--- src/rtl/gpkw_defs.vh ---
// gpkw_defs.vh: constants for the gpio port block with key wake-up
`ifndef GPKW_DEFS_VH
`define GPKW_DEFS_VH

// ***************************************************************
// register write selects (binary codes compared against i_wr_sel)
// ***************************************************************
`define GPKW_SEL_E_DATA     5'h0
`define GPKW_SEL_E_DIR      5'h1
`define GPKW_SEL_E_FUNC     5'h2
`define GPKW_SEL_PULL_CONTROL_REG       5'h3
`define GPKW_SEL_DRIVE_REDUCTION_REG      5'h4
`define GPKW_SEL_H_DATA     5'h5
`define GPKW_SEL_H_DIR      5'h6
`define GPKW_SEL_H_POL      5'h7
`define GPKW_SEL_H_IEN      5'h8
`define GPKW_SEL_J_DATA     5'h9
`define GPKW_SEL_J_DIR      5'ha
`define GPKW_SEL_J_POL      5'hb
`define GPKW_SEL_J_IEN      5'hc
`define GPKW_SEL_K_DATA     5'hd
`define GPKW_SEL_K_DIR      5'he
`define GPKW_SEL_IB_DIR     5'hf
`define GPKW_SEL_IB_PURD    5'h10
`define GPKW_SEL_IB_DATA    5'h11
`define GPKW_NUM_SEL        18

// ***************************************************************
// field positions in pull_control_reg and drive_reduction_reg
// ***************************************************************
`define GPKW_BIT_E          0
`define GPKW_BIT_H          1
`define GPKW_BIT_J          2
`define GPKW_BIT_K          3
// serial_bus_pull_drive_reg fields
`define GPKW_IB_PULL_BIT    0
`define GPKW_IB_RDRV_BIT    1

// ***************************************************************
// reset values and fixed masks
// ***************************************************************
`define GPKW_RST_BYTE       8'h00
`define GPKW_E_DIR_MASK     8'hfc
`define GPKW_E_PULL_MASK    8'h8f
`define GPKW_K_PAGE_MASK    8'hf7
`define GPKW_IB_FIXPU_MASK  8'h3f
`define GPKW_IB_SCL_BIT     7
`define GPKW_IB_SDA_BIT     6
`define GPKW_CAN_RX_BIT     0
`define GPKW_CAN_TX_BIT     1

`endif

--- src/rtl/gpkw_ports.v ---
// gpkw_ports.v: i/o port logic for ports e, h, j, k, can and serial bus
`timescale 1ns/1ps
`default_nettype none
`include "gpkw_defs.vh"
module gpkw_ports #(
    parameter W      = 8,
    parameter NCAN   = 3
) (
    // clock and reset
    input  wire              i_mclk,
    input  wire              i_reset,
    // register write port
    input  wire              i_wr_en,
    input  wire [4:0]        i_wr_sel,
    input  wire [W-1:0]      i_wr_data,
    // operating mode
    input  wire              i_peripheral_mode,
    input  wire              i_expanded_mode,
    input  wire              i_port_e_emulation_enable,
    input  wire              i_page_emulation_enable,
    // alternate functions driving port e and k
    input  wire [W-1:0]      i_port_e_alt_out,
    input  wire [W-1:0]      i_port_e_alt_oe,
    input  wire [W-1:0]      i_page_index,
    // can controller side and pins
    input  wire [NCAN-1:0]   i_can_tx,
    input  wire [NCAN-1:0]   i_can_rx_pin,
    output wire [NCAN-1:0]   o_can_rx,
    output wire [2*NCAN-1:0] o_can_pair,
    output wire [NCAN-1:0]   o_can_tx_pin,
    // serial bus controller side
    input  wire              i_serial_bus_enable,
    input  wire              i_serial_scl_low,
    input  wire              i_serial_sda_low,
    // pin inputs
    input  wire [W-1:0]      i_port_e_pin,
    input  wire [W-1:0]      i_port_h_pin,
    input  wire [W-1:0]      i_port_j_pin,
    input  wire [W-1:0]      i_port_k_pin,
    input  wire [W-1:0]      i_serial_bus_pin,
    // pin outputs and enables
    output reg  [W-1:0]      o_port_e_out,
    output reg  [W-1:0]      o_port_e_oe,
    output wire [W-1:0]      o_port_h_out,
    output wire [W-1:0]      o_port_h_oe,
    output wire [W-1:0]      o_port_j_out,
    output wire [W-1:0]      o_port_j_oe,
    output reg  [W-1:0]      o_port_k_out,
    output reg  [W-1:0]      o_port_k_oe,
    output reg  [W-1:0]      o_serial_bus_out,
    output reg  [W-1:0]      o_serial_bus_oe,
    // pad controls
    output reg  [W-1:0]      o_port_e_pullup,
    output wire [W-1:0]      o_port_h_pullup,
    output wire [W-1:0]      o_port_h_pulldown,
    output wire [W-1:0]      o_port_j_pullup,
    output wire [W-1:0]      o_port_j_pulldown,
    output wire [W-1:0]      o_port_k_pullup,
    output wire [W-1:0]      o_serial_bus_pullup,
    output wire [3:0]        o_reduced_drive,
    output wire              o_serial_bus_reduced_drive,
    // status and wake-up
    output wire [3:0]        o_pull_control_reg,
    output wire [3:0]        o_drive_reduction_reg,
    output wire [1:0]        o_serial_bus_pull_drive_reg,
    output wire              o_port_e_mapped,
    output wire              o_port_k_mapped,
    output wire              o_drive_reduction_mapped,
    output wire [W-1:0]      o_port_h_wake_event,
    output wire [W-1:0]      o_port_j_wake_event,
    output wire              o_port_h_wake_irq,
    output wire              o_port_j_wake_irq,
    // read-back of pin levels
    output reg  [W-1:0]      o_port_e_in,
    output reg  [W-1:0]      o_port_h_in,
    output reg  [W-1:0]      o_port_j_in,
    output reg  [W-1:0]      o_port_k_in,
    output reg  [W-1:0]      o_serial_bus_in
);
    // ***********************************************************
    // register storage
    // ***********************************************************
    reg [W-1:0] port_e_data_r, port_e_direction_r, port_e_function_assign_r;
    reg [W-1:0] port_h_data_r, port_h_direction_r;
    reg [W-1:0] port_h_edge_polarity_r, port_h_wake_irq_enable_r;
    reg [W-1:0] port_j_data_r, port_j_direction_r;
    reg [W-1:0] port_j_edge_polarity_r, port_j_wake_irq_enable_r;
    reg [W-1:0] port_k_data_r, port_k_direction_r;
    reg [W-1:0] sb_data_r, serial_bus_port_direction_r;
    reg [3:0]   pull_control_reg_r;
    reg [3:0]   drive_reduction_reg_r;
    reg         drive_locked_r;
    reg [1:0]   serial_bus_pull_drive_reg_r;

    // decode a write strobe for one select code
    function wr_hit;
        input       en;
        input [4:0] sel;
        input [4:0] code;
        begin
            wr_hit = en && (sel == code);
        end
    endfunction

    // ***********************************************************
    // map visibility
    // ***********************************************************
    wire page_emu = (i_expanded_mode | i_peripheral_mode) &
                    i_page_emulation_enable;
    assign o_port_e_mapped = ~i_peripheral_mode &
        ~(i_expanded_mode & i_port_e_emulation_enable);
    assign o_port_k_mapped = ~page_emu;
    assign o_drive_reduction_mapped = ~i_peripheral_mode;
    wire pull_control_reg_mapped = ~i_peripheral_mode;

    // ***********************************************************
    // register writes
    // ***********************************************************
    // everything clears on reset, so gpio pins start as inputs
    always @(posedge i_mclk or posedge i_reset) begin
        if (i_reset) begin
            port_e_data_r               <= `GPKW_RST_BYTE;
            port_e_direction_r          <= `GPKW_RST_BYTE;
            port_e_function_assign_r    <= `GPKW_RST_BYTE;
            port_h_data_r               <= `GPKW_RST_BYTE;
            port_h_direction_r          <= `GPKW_RST_BYTE;
            port_h_edge_polarity_r      <= `GPKW_RST_BYTE;
            port_h_wake_irq_enable_r    <= `GPKW_RST_BYTE;
            port_j_data_r               <= `GPKW_RST_BYTE;
            port_j_direction_r          <= `GPKW_RST_BYTE;
            port_j_edge_polarity_r      <= `GPKW_RST_BYTE;
            port_j_wake_irq_enable_r    <= `GPKW_RST_BYTE;
            port_k_data_r               <= `GPKW_RST_BYTE;
            port_k_direction_r          <= `GPKW_RST_BYTE;
            sb_data_r                   <= `GPKW_RST_BYTE;
            serial_bus_port_direction_r <= `GPKW_RST_BYTE;
            pull_control_reg_r          <= 4'h0;
            drive_reduction_reg_r       <= 4'h0;
            drive_locked_r              <= 1'b0;
            serial_bus_pull_drive_reg_r <= 2'h0;
        end else begin
            if (o_port_e_mapped) begin
                if (wr_hit(i_wr_en, i_wr_sel, `GPKW_SEL_E_DATA))
                    port_e_data_r <= i_wr_data;
                if (wr_hit(i_wr_en, i_wr_sel, `GPKW_SEL_E_DIR))
                    port_e_direction_r <= i_wr_data;
            end
            if (wr_hit(i_wr_en, i_wr_sel, `GPKW_SEL_E_FUNC))
                port_e_function_assign_r <= i_wr_data;
            if (pull_control_reg_mapped &&
                wr_hit(i_wr_en, i_wr_sel, `GPKW_SEL_PULL_CONTROL_REG))
                pull_control_reg_r <= i_wr_data[3:0];
            // write-once: the first accepted write locks it
            if (o_drive_reduction_mapped && !drive_locked_r &&
                wr_hit(i_wr_en, i_wr_sel, `GPKW_SEL_DRIVE_REDUCTION_REG)) begin
                drive_reduction_reg_r <= i_wr_data[3:0];
                drive_locked_r        <= 1'b1;
            end
            if (wr_hit(i_wr_en, i_wr_sel, `GPKW_SEL_H_DATA))
                port_h_data_r <= i_wr_data;
            if (wr_hit(i_wr_en, i_wr_sel, `GPKW_SEL_H_DIR))
                port_h_direction_r <= i_wr_data;
            if (wr_hit(i_wr_en, i_wr_sel, `GPKW_SEL_H_POL))
                port_h_edge_polarity_r <= i_wr_data;
            if (wr_hit(i_wr_en, i_wr_sel, `GPKW_SEL_H_IEN))
                port_h_wake_irq_enable_r <= i_wr_data;
            if (wr_hit(i_wr_en, i_wr_sel, `GPKW_SEL_J_DATA))
                port_j_data_r <= i_wr_data;
            if (wr_hit(i_wr_en, i_wr_sel, `GPKW_SEL_J_DIR))
                port_j_direction_r <= i_wr_data;
            if (wr_hit(i_wr_en, i_wr_sel, `GPKW_SEL_J_POL))
                port_j_edge_polarity_r <= i_wr_data;
            if (wr_hit(i_wr_en, i_wr_sel, `GPKW_SEL_J_IEN))
                port_j_wake_irq_enable_r <= i_wr_data;
            if (o_port_k_mapped) begin
                if (wr_hit(i_wr_en, i_wr_sel, `GPKW_SEL_K_DATA))
                    port_k_data_r <= i_wr_data;
                if (wr_hit(i_wr_en, i_wr_sel, `GPKW_SEL_K_DIR))
                    port_k_direction_r <= i_wr_data;
            end
            if (wr_hit(i_wr_en, i_wr_sel, `GPKW_SEL_IB_DIR))
                serial_bus_port_direction_r <= i_wr_data;
            if (wr_hit(i_wr_en, i_wr_sel, `GPKW_SEL_IB_PURD))
                serial_bus_pull_drive_reg_r <= i_wr_data[1:0];
            if (wr_hit(i_wr_en, i_wr_sel, `GPKW_SEL_IB_DATA))
                sb_data_r <= i_wr_data;
        end
    end

    assign o_pull_control_reg          = pull_control_reg_r;
    assign o_drive_reduction_reg       = drive_reduction_reg_r;
    assign o_serial_bus_pull_drive_reg = serial_bus_pull_drive_reg_r;

    // ***********************************************************
    // port e: function assignment beats direction
    // ***********************************************************
    always @(posedge i_mclk or posedge i_reset) begin
        if (i_reset) begin
            o_port_e_out <= `GPKW_RST_BYTE;
            o_port_e_oe  <= `GPKW_RST_BYTE;
        end else begin
            // bits 1:0 are input-only: no function may enable them
            o_port_e_oe <= ((port_e_function_assign_r & i_port_e_alt_oe) |
                (~port_e_function_assign_r & port_e_direction_r)) &
                `GPKW_E_DIR_MASK;
            o_port_e_out <= (port_e_function_assign_r & i_port_e_alt_out) |
                (~port_e_function_assign_r & port_e_data_r);
        end
    end

    // pull-ups only on the pins that carry them
    always @(posedge i_mclk or posedge i_reset) begin
        if (i_reset)
            o_port_e_pullup <= `GPKW_RST_BYTE;
        else
            o_port_e_pullup <= {W{pull_control_reg_r[`GPKW_BIT_E]}} &
                               `GPKW_E_PULL_MASK;
    end

    // ***********************************************************
    // ports h and j: direction, pulls and key wake-up
    // ***********************************************************
    assign o_port_h_out = port_h_data_r;
    assign o_port_h_oe  = port_h_direction_r;
    assign o_port_j_out = port_j_data_r;
    assign o_port_j_oe  = port_j_direction_r;

    // pull type follows polarity, only on input pins
    wire [W-1:0] h_pull = {W{pull_control_reg_r[`GPKW_BIT_H]}} &
                          ~port_h_direction_r;
    wire [W-1:0] j_pull = {W{pull_control_reg_r[`GPKW_BIT_J]}} &
                          ~port_j_direction_r;
    assign o_port_h_pulldown = h_pull & port_h_edge_polarity_r;
    assign o_port_h_pullup   = h_pull & ~port_h_edge_polarity_r;
    assign o_port_j_pulldown = j_pull & port_j_edge_polarity_r;
    assign o_port_j_pullup   = j_pull & ~port_j_edge_polarity_r;

    // one wake-up detector per port; pin level taken regardless
    // of direction so an output pin can wake too
    gpkw_wake_port #(.WIDTH(W)) u_wake_h (
        .i_mclk            (i_mclk),
        .i_reset           (i_reset),
        .i_edge_polarity   (port_h_edge_polarity_r),
        .i_wake_irq_enable (port_h_wake_irq_enable_r),
        .i_pin             (i_port_h_pin),
        .o_wake_event      (o_port_h_wake_event),
        .o_wake_irq        (o_port_h_wake_irq)
    );
    gpkw_wake_port #(.WIDTH(W)) u_wake_j (
        .i_mclk            (i_mclk),
        .i_reset           (i_reset),
        .i_edge_polarity   (port_j_edge_polarity_r),
        .i_wake_irq_enable (port_j_wake_irq_enable_r),
        .i_pin             (i_port_j_pin),
        .o_wake_event      (o_port_j_wake_event),
        .o_wake_irq        (o_port_j_wake_irq)
    );

    // ***********************************************************
    // port k: page index emulation or gpio
    // ***********************************************************
    always @(posedge i_mclk or posedge i_reset) begin
        if (i_reset) begin
            o_port_k_out <= `GPKW_RST_BYTE;
            o_port_k_oe  <= `GPKW_RST_BYTE;
        end else if (page_emu) begin
            // bit 3 stays gpio even while emulating
            o_port_k_oe  <= `GPKW_K_PAGE_MASK |
                            (port_k_direction_r & ~`GPKW_K_PAGE_MASK);
            o_port_k_out <= (i_page_index & `GPKW_K_PAGE_MASK) |
                            (port_k_data_r & ~`GPKW_K_PAGE_MASK);
        end else begin
            o_port_k_oe  <= port_k_direction_r;
            o_port_k_out <= port_k_data_r;
        end
    end
    assign o_port_k_pullup = {W{pull_control_reg_r[`GPKW_BIT_K]}} &
                             ~port_k_direction_r;

    // reduced drive per port, straight from the write-once register
    assign o_reduced_drive = drive_reduction_reg_r;

    // ***********************************************************
    // can pin pairs: no gpio path at all
    // ***********************************************************
    genvar g;
    generate
        for (g = 0; g < NCAN; g = g + 1) begin : g_can
            // tx low is dominant, so the controller bit passes as is
            assign o_can_tx_pin[g] = i_can_tx[g];
            assign o_can_rx[g]     = i_can_rx_pin[g];
            assign o_can_pair[2*g+`GPKW_CAN_RX_BIT] = i_can_rx_pin[g];
            assign o_can_pair[2*g+`GPKW_CAN_TX_BIT] = i_can_tx[g];
        end
    endgenerate

    // ***********************************************************
    // serial bus port: scl and sda open drain when enabled, other bits and disabled port gpio
    // ***********************************************************
    always @(posedge i_mclk or posedge i_reset) begin
        if (i_reset) begin
            o_serial_bus_out <= `GPKW_RST_BYTE;
            o_serial_bus_oe  <= `GPKW_RST_BYTE;
        end else begin
            o_serial_bus_out <= sb_data_r;
            o_serial_bus_oe  <= serial_bus_port_direction_r;
            if (i_serial_bus_enable) begin
                // drive low only, the line floats high via pull-up
                o_serial_bus_out[`GPKW_IB_SCL_BIT] <= 1'b0;
                o_serial_bus_out[`GPKW_IB_SDA_BIT] <= 1'b0;
                o_serial_bus_oe[`GPKW_IB_SCL_BIT]  <= i_serial_scl_low;
                o_serial_bus_oe[`GPKW_IB_SDA_BIT]  <= i_serial_sda_low;
            end
        end
    end
    assign o_serial_bus_pullup = `GPKW_IB_FIXPU_MASK |
        ({W{serial_bus_pull_drive_reg_r[`GPKW_IB_PULL_BIT]}} &
         ~serial_bus_port_direction_r);
    assign o_serial_bus_reduced_drive =
        serial_bus_pull_drive_reg_r[`GPKW_IB_RDRV_BIT];

    // ***********************************************************
    // pin read-back registers
    // ***********************************************************
    always @(posedge i_mclk or posedge i_reset) begin
        if (i_reset) begin
            o_port_e_in     <= `GPKW_RST_BYTE;
            o_port_h_in     <= `GPKW_RST_BYTE;
            o_port_j_in     <= `GPKW_RST_BYTE;
            o_port_k_in     <= `GPKW_RST_BYTE;
            o_serial_bus_in <= `GPKW_RST_BYTE;
        end else begin
            o_port_e_in     <= i_port_e_pin;
            o_port_h_in     <= i_port_h_pin;
            o_port_j_in     <= i_port_j_pin;
            o_port_k_in     <= i_port_k_pin;
            o_serial_bus_in <= i_serial_bus_pin;
        end
    end
endmodule
`default_nettype wire

--- src/rtl/gpkw_wake_port.v ---
// gpkw_wake_port.v: one 8-bit key wake-up port with edge detect
`timescale 1ns/1ps
`default_nettype none
module gpkw_wake_port #(
    parameter WIDTH = 8
) (
    // clock and reset
    input  wire             i_mclk,
    input  wire             i_reset,
    // configuration
    input  wire [WIDTH-1:0] i_edge_polarity,
    input  wire [WIDTH-1:0] i_wake_irq_enable,
    // pin level, seen whatever the pin direction
    input  wire [WIDTH-1:0] i_pin,
    // outputs
    output reg  [WIDTH-1:0] o_wake_event,
    output wire             o_wake_irq
);
    reg [WIDTH-1:0] sync1_r;
    reg [WIDTH-1:0] sync2_r;
    reg [WIDTH-1:0] prev_r;
    wire [WIDTH-1:0] rise;
    wire [WIDTH-1:0] fall;

    // two-stage synchroniser then a previous-sample stage
    always @(posedge i_mclk or posedge i_reset) begin
        if (i_reset) begin
            sync1_r <= {WIDTH{1'b0}};
            sync2_r <= {WIDTH{1'b0}};
            prev_r  <= {WIDTH{1'b0}};
        end else begin
            sync1_r <= i_pin;
            sync2_r <= sync1_r;
            prev_r  <= sync2_r;
        end
    end

    assign rise = sync2_r & ~prev_r;
    assign fall = ~sync2_r & prev_r;

    // polarity picks the edge; detection ignores direction
    always @(posedge i_mclk or posedge i_reset) begin
        if (i_reset) begin
            o_wake_event <= {WIDTH{1'b0}};
        end else begin
            o_wake_event <= (i_edge_polarity & rise) |
                            (~i_edge_polarity & fall);
        end
    end

    // only enabled pins may request; others stay plain i/o
    assign o_wake_irq = |(o_wake_event & i_wake_irq_enable);
endmodule
`default_nettype wire

--- config.mk ---
export PLATFORM = sky130hd
export DESIGN_NAME = gpkw_ports
export DESIGN_NICKNAME = d
export VERILOG_FILES = /design/src/rtl/gpkw_ports.v /design/src/rtl/gpkw_wake_port.v
export VERILOG_INCLUDE_DIRS = /design/src /design/src/rtl
export SDC_FILE = /design/constraint.sdc
export NUM_CORES = 1
export LEC_CHECK = 0
export BUFFER_PORTS_ARGS = -buffer_cell sky130_fd_sc_hd__buf_2
export CORE_ASPECT_RATIO = 0.75
export CORE_MARGIN = 4
export CORE_UTILIZATION = 25
export CTS_BUF_LIST = sky130_fd_sc_hd__clkbuf_8
export DETAILED_ROUTE_END_ITERATION = 6
export PLACE_DENSITY = 0.46
export REMOVE_ABC_BUFFERS = 1
export SETUP_SLACK_MARGIN = 0.02
export SLEW_MARGIN = 15
export SYNTH_ARGS = -nofsm -noshare
export SYNTH_HDL_FRONTEND = slang
export SYNTH_SLANG_ARGS = --single-unit
--- constraint.sdc ---
create_clock -name i_mclk -period 21.6 [get_ports i_mclk]
set_input_delay 5.4 -clock i_mclk [delete_from_list [all_inputs] [get_ports i_mclk]]
set_output_delay 5.4 -clock i_mclk [all_outputs]
set_load 0.01 [all_outputs]
==> run_results.csv, run 1 <==
group,metric,value,unit
sta,finalWorstSetupSlack,9.93,ns
sta,final_hold_viol_count,0,
cts,cts_resized,0,
yosys,yosysUniqueCellTypes,34,
grt,grt_max_degree,124,
setup_path,cp_top_family,"compound AO/OA/AOI/OAI gates",
sta,slew_violations,0,
die,die_w,235,um
flow_run,max-cap-violations,0,
layout,fillers,3840,
yosys,ys_seq_elements,264,
setup_path,cpPeakStageDelay,0.49,ns
layout,drive_gt1_frac,0.536,
drt,drt_pass1_iterations,4,
pwr,powerDensity,100,mW/mm^2
place,pre_cts_slack,9.93,ns
pwr,cellLeakagePower,6.32,nW
setup_path,worstPathArrival,6.27,ns
grt,grt.total_usage,0.123,
sta,fin_crit,11.67,ns
yosys,syn-cell-area,0.00963,mm^2
yosys,synthCells,625,
cts,cts_tree,"done",
sta,skew,0.0144,ns
cts,clk_pin_slew,0.07,ns
sta,max_freq,85.7,MHz
cts,clock_sinks,264,
pwr,ir_drop,0.0598,mV
drt,ant_nets,0,
sta,slew_headroom,0.350,
grt,grt_overflow,0,
die,io_pins,317,
setup_path,path_max_fanout,17,
cts,hold_buffers,0,
setup_path,cp-start-kind,"input pin",
cts,worstSkewPairLatency,0.55,ns
yosys,yosys_warnings,0,
setup_path,cpMostUsedCell,"buf_2",
layout,multi_input_area,0.00274,mm^2
sta,worst_pin_slew,0.961,ns
grt,antenna_found_initial,0,
grt,first_global_vias,6300,
layout,nets,1011,
drt,remaining_drc_errors,0,
layout,area_growth,28.1,%
drt,avgViaCountPerCell,4.09,
yosys,yosysTopAreaCell,"dfrtp_1",
layout,regArea,0.00661,mm^2
die,die-area,0.0418,mm^2
drt,post_drt_wl_per_cell,18.2,um
yosys,synth_area_leaders,"dfrtp_1 (69%), mux2_2 (17%), buf_4 (2.6%)",
die,core,0.0376,mm^2
setup_path,cp_cell_sequence,"buf_2, o21ai_4, buf_2",
pwr,power,1.23,mW
place,gp_congestion,0.698,
drt,routed_wl,26.5,mm
grt,grt_pass1_wl,39.6,mm
setup_path,cp_slowest_cell,"o21ai_4",
cts,cts_setup_buffers,0,
die,rows,61,
sta,finalCritPeriodShare,0.540,
min_path,hold_path.class,"reg -> reg",
sta,setup_viol,0,
yosys,synth-seq-area-share,0.686,
setup_path,crit_path_end_kind,"primary output",
cts,cts-htree-levels,2,
setup_path,crit_buf_inv,2,
cts,clockBufferDepth,3,
status,status,"complete, no violations",
cts,cts_buffers,44,
sta,rsz0062_at_grt,"no",
place,port_buffers,284,
drt,dr_total_vias,5932,
yosys,syn_avg_cell_area,15.4,um^2
die,die_y,178,um
die,start_util,0.256,
drt,drt_iter0_markers,164,
setup_path,crit_required,16.20,ns
setup_path,path_class,"in -> out",
place,post-dp-hpwl,17.7,mm
yosys,synth_top_area_share,0.686,
cts,cts_root_buf,"clkbuf_8",
sta,tns,0,ns
[cell usage after synthesis (all sizes together)]
master and instances:
and3 1, a211oi 1, nor4b 2, or3 1
nor2b 16, nand4b 2, and3b 16, dfrtp 264
nand2b 9, buf 38, o21ai 17, conb 2
nand4 5, nor3b 17, mux2 151, inv 3
a21oi 1, and4bb 2, clkbuf 11, nor4bb 1
and4b 1, nand3 1, a22oi 8, nand2 36
nor2 18, nand3b 1
[final timing paths]
path                                      from                  endpoint  slack [ns]  cells after the start
hold / removal             u_wake_h.sync1_r[5]       u_wake_h.sync2_r[5]        0.36                      0
hold reg to reg            u_wake_h.sync1_r[5]       u_wake_h.sync2_r[5]        0.36                      0
min in group asynchronous              i_reset        o_serial_bus_in[6]        5.04                      2
setup reg to reg                drive_locked_r  o_drive_reduction_reg[2]       20.42                      2
max in group asynchronous              i_reset            o_port_j_oe[5]       15.07                      3
setup / recovery             i_peripheral_mode           o_port_k_mapped        9.93                      3
[worst register-to-register path, stage by stage, from the launching register on]
cell and delay [ns]:
dfrtp_1 0.37, nand4b_1 0.32, mux2_2 0.36
[area by class of cell]
class	instances	share of cell area
multi-input combinational	318	0.222
tap	504	0.0511
antenna	1	0.000203
timing repair buffer	287	0.117
clock inverter	20	0.0111
inverter	3	0.00152
sequential	264	0.536
clock buffer	55	0.0614
[cell families (layout without fill, tap and decap cells)]
family / count (synthesis) / in the layout / share of synthesized area
multiplexers: 151 / 151 / 0.180
flip-flops: 264 / 264 / 0.686
buffers and inverters: 52 / 365 / 0.0338
other: 2 / 12 / 0.000780
AND/OR/NAND/NOR: 129 / 129 / 0.0822
AO/OA/AOI/OAI: 27 / 27 / 0.0175
[routing by layer]
layer	wire (um)	vias to the layer above	share of wire	track usage
met3	1720	30	0.065	0.0396
met4	379	0	0.014	0.0298
li1	-	2705	-	-
met5	0	-	0	0
met1	12500	3009	0.47	0.172
met2	11900	188	0.45	0.188
[per-stage QoR]
step | utilization | hold WS (ns) | instance area, um^2 | std cells
2_1_floorplan | - | 0.349 | 9350 | 585
3_3_place_gp | 0.305 | 0.354 | 11400 | 1376
3_5_place_dp | 0.305 | 0.358 | 11400 | 1376
4_1_cts | 0.328 | 0.367 | 12300 | 1451
5_1_grt | 0.328 | 0.380 | 12300 | 1451
6_report | 0.328 | 0.359 | 12300 | 1452
[power breakdown]
| group | leakage [nW] | switching [mW] | internal (mW) |
|---|---|---|---|
| sequential | 3.31 | 0.0452 | 0.562 |
| clock | 0.509 | 0.199 | 0.252 |
| combinational | 2.50 | 0.0862 | 0.0888 |
[cell usage in the layout, fill, tap and decap left out, types with 2 or more instances in the layout]
cell type    n
buf_2      284
dfrtp_1    264
mux2_2     143
clkbuf_8    55
nand2_1     36
nor2_1      17
nor2b_1     16
o21ai_0     16
nor3b_1     16
and3b_1     16
inv_1       15
conb_1      11
nand2b_1     9
a22oi_1      8
mux2_4       8
nand4_1      5
clkinv_2     4
buf_4        3
bufinv_16    2
(Power assumes the default switching activity.)
==> inputs of run 2 (changes only) <==
PLACE_DENSITY = 0.48   (was 0.46)
clock period = 10.4 ns   (was 21.6 ns; I/O delays follow)
==> run 2 against run 1 <==
Effect of this change:
- total power rose by 110%
- via count is essentially flat
- utilization up 0.31 points
- flip-flop and latch count unchanged
- wire length fell by 1.8%
- count of clock-buffer cells in the layout up 7
- largest power group unchanged
==> run_results.csv, run 2 (synthesized netlist as in run 1, its figures left out) <==
group,metric,value,unit
min_path,hold_path_end,"o_serial_bus_out[0]",
sta,rsz0062_at_grt,"no",
layout,fin_util,0.332,
setup_path,crit_required,7.80,ns
setup_path,cpMostUsedCell,"buf_2",
grt,antenna_found_initial,4,
grt,first_global_vias,6165,
sta,finalWorstSetupSlack,4.36,ns
drt,drt_pass1_iterations,4,
setup_path,path_class,"in -> out",
cts,cts_setup_buffers,0,
flow_run,max-cap-violations,0,
place,post-dp-hpwl,17.3,mm
sta,skew,0.0141,ns
pwr,powerDensity,211,mW/mm^2
setup_path,r2r-end,"o_drive_reduction_reg[0]",
die,die-area,0.0418,mm^2
grt,grt_overflow,0,
setup_path,crit_path_end_kind,"primary output",
layout,final_cell_mix,"buf_2 (284), dfrtp_1 (264), mux2_2 (143)",
setup_path,worstRegToRegCells,2,
place,pre_cts_slack,4.31,ns
place,gp_congestion,0.706,
drt,dr_total_vias,5935,
setup_path,cp_slowest_cell,"o21ai_4",
layout,regArea,0.00661,mm^2
sta,fin_crit,6.04,ns
grt,grt_max_degree,146,
cts,hold_buffers,0,
cts,clk_pin_slew,0.06,ns
cts,worstSkewPairLatency,0.56,ns
die,rows,61,
setup_path,worstPathArrival,3.44,ns
die,die_w,235,um
drt,drt_iter0_markers,276,
place,placed_cell_area,0.0115,mm^2
grt,grt_pass1_wl,39.1,mm
pwr,cellLeakagePower,6.37,nW
layout,drive_gt1_frac,0.541,
cts,clock_sinks,264,
cts,cts_buffers,44,
drt,remaining_drc_errors,0,
cts,cts_resized,0,
cts,clockBufferDepth,3,
drt,avgViaCountPerCell,4.07,
die,die_y,178,um
die,start_util,0.256,
sta,setup_viol,0,
layout,final_cell_area,0.0124,mm^2
die,io_pins,317,
drt,post_drt_wl_per_cell,17.8,um
setup_path,cpPeakStageDelay,0.47,ns
pwr,ir_drop,0.0907,mV
layout,multi_input_area,0.00274,mm^2
layout,area_growth,29.3,%
layout,nets,1011,
sta,tns,0,ns
sta,max_freq,165,MHz
cts,cts_root_buf,"clkbuf_8",
sta,slew_headroom,0.410,
die,core,0.0376,mm^2
min_path,min_path_cells,0,
layout,layout_commonest_cell,"buf_2",
setup_path,reg2reg_slack,9.23,ns
drt,routed_wl,26.0,mm
setup_path,timing.rr.start,"drive_locked_r",
setup_path,cp_cell_sequence,"buf_2, o21ai_4, buf_2",
setup_path,cp-start-kind,"input pin",
layout,fillers,3800,
sta,worst_pin_slew,0.885,ns
setup_path,path_max_fanout,17,
place,port_buffers,284,
cts,cts-htree-levels,2,
sta,final_hold_viol_count,0,
sta,hold_slack,0.367,ns
status,status,"complete, no violations",
grt,grt.total_usage,0.122,
min_path,min_from,"sb_data_r[0]",
min_path,hold_path.class,"reg -> reg",
sta,slew_violations,0,
cts,cts_tree,"done",
sta,finalCritPeriodShare,0.581,
drt,ant_nets,0,
## run 2: cell count changes in the layout (fill, tap and decap cells not counted), sizes merged
cell,before,now
clkbuf,55,62
clkinv,4,3
inv,16,15
clkinvlp,1,3
## run 2: where the power goes
group | switching (mW) | leakage [nW] | internal, mW
clock | 0.427 | 0.550 | 0.579
sequential | 0.0928 | 3.31 | 1.17
combinational | 0.177 | 2.51 | 0.185
total | 0.697 | 6.37 | 1.93
## run 2: per-layer routing
metal	global-route usage	routed length, um	share of wire	vias up
li1	-	-	-	2732
met1	0.167	11800	0.46	2966
met2	0.187	11800	0.45	205
met3	0.0405	1990	0.077	32
met4	0.0308	377	0.015	0
met5	0	0	0	-
## run 2: critical path: cells and delay by family
family,cells,cell delay [ns]
compound gates,1,0.47
buf+inv,2,0.36
## run 2: final cells by class
type	instances	share of cell area
tap	504	0.0507
inverter	3	0.00151
clock buffer	62	0.0685
timing repair buffer	287	0.117
antenna	1	0.000201
multi-input combinational	318	0.220
sequential	264	0.531
clock inverter	20	0.0115
## run 2: how the worst max path moves through the flow
stage                            startpoint              end  slack, ns
final                     i_peripheral_mode  o_port_k_mapped       4.36
after global routing      i_peripheral_mode  o_port_k_mapped       4.26
after CTS                 i_peripheral_mode  o_port_k_mapped       4.32
after detailed placement  i_peripheral_mode  o_port_k_mapped       4.31
after global placement    i_peripheral_mode  o_port_k_mapped       4.32
after floorplan                     i_reset   drive_locked_r       0.53
## run 2: through the flow
stage,instances,power (mW)
final,1459,2.63
after global placement,1376,1.65
after global routing,1458,2.78
after detailed placement,1376,1.65
after CTS,1458,2.69
after floorplan,585,1.46
==> inputs of run 3 (changes only) <==
PLACE_DENSITY = 0.46   (was 0.48)
clock period = 5.8 ns   (was 10.4 ns; I/O delays follow)
==> run 3 against run 2 <==
Effect of this change:
- utilization shrank 0.080 points
- combinational power increased by 80%
- sequential power grew 79%
- clock skew rose by 0.00095 ns
- first-iteration DRC count decreased by 20%
- non-clock buffer count is 1 higher
- design area is 0.24% lower
- die area is the same
- total power rose by 77%
- via count up 0.81%
- critical endpoint unchanged
==> run_results.csv, run 3 (synthesized netlist as in run 1, its figures left out) <==
group,metric,value,unit
die,core,0.0376,mm^2
setup_path,r2r-end,"o_drive_reduction_reg[1]",
die,rows,61,
cts,clock_sinks,264,
setup_path,cp_slowest_cell,"o21ai_4",
grt,first_global_vias,6265,
sta,max_freq,264,MHz
drt,ant_nets,0,
grt,antenna_found_initial,2,
cts,worstSkewPairLatency,0.55,ns
layout,regArea,0.00661,mm^2
grt,grt_pass1_wl,39.3,mm
grt,grt.total_usage,0.123,
sta,slew_headroom,0.308,
drt,avgViaCountPerCell,4.10,
die,die-area,0.0418,mm^2
cts,cts-htree-levels,2,
setup_path,crit_start,"i_peripheral_mode",
cts,hold_buffers,0,
setup_path,reg2reg_slack,4.64,ns
die,die_w,235,um
layout,final_cell_mix,"buf_2 (284), dfrtp_1 (264), mux2_2 (143)",
layout,drive_gt1_frac,0.542,
status,status,"complete, no violations",
cts,clk_pin_slew,0.06,ns
cts,cts_tree,"done",
drt,drt_pass1_iterations,4,
setup_path,cpPeakStageDelay,0.49,ns
sta,fin_crit,3.78,ns
flow_run,max-cap-violations,0,
cts,cts_buffers,47,
drt,remaining_drc_errors,0,
cts,cts_setup_buffers,0,
pwr,ir_drop,0.163,mV
layout,layout_commonest_cell,"buf_2",
sta,hold_slack,0.361,ns
cts,cts_resized,0,
sta,rsz0062_at_grt,"no",
cts,clockBufferDepth,3,
die,die_y,178,um
drt,routed_wl,26.2,mm
place,port_buffers,284,
setup_path,cpMostUsedCell,"buf_2",
setup_path,timing.rr.start,"drive_locked_r",
setup_path,cp-endpoint,"o_port_k_mapped",
place,gp_congestion,0.688,
setup_path,cp-start-kind,"input pin",
layout,multi_input_area,0.00274,mm^2
grt,grt_overflow,0,
sta,setup_viol,0,
sta,final_hold_viol_count,0,
layout,final_cell_area,0.0124,mm^2
place,post-dp-hpwl,17.7,mm
setup_path,crit_required,4.35,ns
layout,area_growth,29.0,%
setup_path,path_class,"in -> out",
setup_path,crit_path_end_kind,"primary output",
pwr,cellLeakagePower,6.35,nW
layout,nets,1015,
grt,grt_max_degree,95,
setup_path,cp_cell_sequence,"buf_2, o21ai_4, buf_2",
cts,cts_root_buf,"clkbuf_8",
layout,fillers,3822,
sta,slew_violations,0,
pwr,powerDensity,374,mW/mm^2
place,placed_cell_area,0.0115,mm^2
sta,finalCritPeriodShare,0.652,
setup_path,worstRegToRegCells,2,
drt,dr_total_vias,5983,
die,io_pins,317,
min_path,hold_path.class,"reg -> reg",
die,start_util,0.256,
drt,post_drt_wl_per_cell,18.0,um
sta,skew,0.0151,ns
sta,worst_pin_slew,1.02,ns
setup_path,path_max_fanout,17,
drt,drt_iter0_markers,222,
setup_path,worstPathArrival,2.33,ns
run 3: cell count changes in the layout (fill, tap and decap cells not counted), sizes merged:
cell	before	now
clkbuf	62	64
bufinv	2	0
clkinv	3	4
diode	1	3
clkinvlp	3	2
buf	287	288
inv	15	13
run 3: routing by layer:
| metal | share of wire | track usage |
|---|---|---|
| met1 | 0.47 | 0.172 |
| met2 | 0.45 | 0.184 |
| met3 | 0.064 | 0.0394 |
| met4 | 0.019 | 0.0344 |
| met5 | 0 | 0 |
run 3: worst min path at each step:
stage                              startpoint                   to  slack [ns]  cells after the start
after floorplan                  sb_data_r[0]  o_serial_bus_out[0]        0.35                      0
after global placement    u_wake_j.sync1_r[7]  u_wake_j.sync2_r[7]        0.35                      0
after detailed placement  u_wake_h.sync1_r[2]  u_wake_h.sync2_r[2]        0.35                      0
after CTS                        sb_data_r[0]  o_serial_bus_out[0]        0.35                      0
after global routing      u_wake_h.sync1_r[2]  u_wake_h.sync2_r[2]        0.37                      0
final                            sb_data_r[0]  o_serial_bus_out[0]        0.36                      0
run 3: final cells by class:
| type | count | share of cell area |
|---|---|---|
| Sequential cell | 264 | 0.532 |
| Multi-Input combinational cell | 318 | 0.221 |
| Timing Repair Buffer | 288 | 0.118 |
| Clock buffer | 64 | 0.0709 |
| Tap cell | 504 | 0.0508 |
| Clock inverter | 16 | 0.00584 |
| Inverter | 3 | 0.00151 |
| Antenna cell | 3 | 0.000604 |
run 3: power breakdown:
| part | internal (mW) | total (mW) | leakage (nW) | switching, mW |
|---|---|---|---|---|
| sequential | 2.09 | 2.26 | 3.31 | 0.167 |
| clock | 0.975 | 1.73 | 0.529 | 0.754 |
| combinational | 0.332 | 0.653 | 2.51 | 0.321 |
| total | 3.40 | 4.64 | 6.35 | 1.24 |
run 3: critical path, delay by kind of cell:
| kind | cells | cell delay [ns] |
|---|---|---|
| compound gates | 1 | 0.49 |
| buf+inv | 2 | 0.38 |
run 3: metrics by stage:
step | setup TNS (ns) | utilization | instances | worst slack (ns) | power (mW)
after floorplan | -770.50 | - | 585 | -2.92 | 2.62
after global placement | 0 | 0.305 | 1377 | 2.00 | 2.96
after detailed placement | 0 | 0.305 | 1377 | 1.99 | 2.97
after CTS | 0 | 0.331 | 1457 | 1.98 | 4.75
after global routing | 0 | 0.331 | 1458 | 1.95 | 4.92
final | 0 | 0.331 | 1460 | 2.02 | 4.64
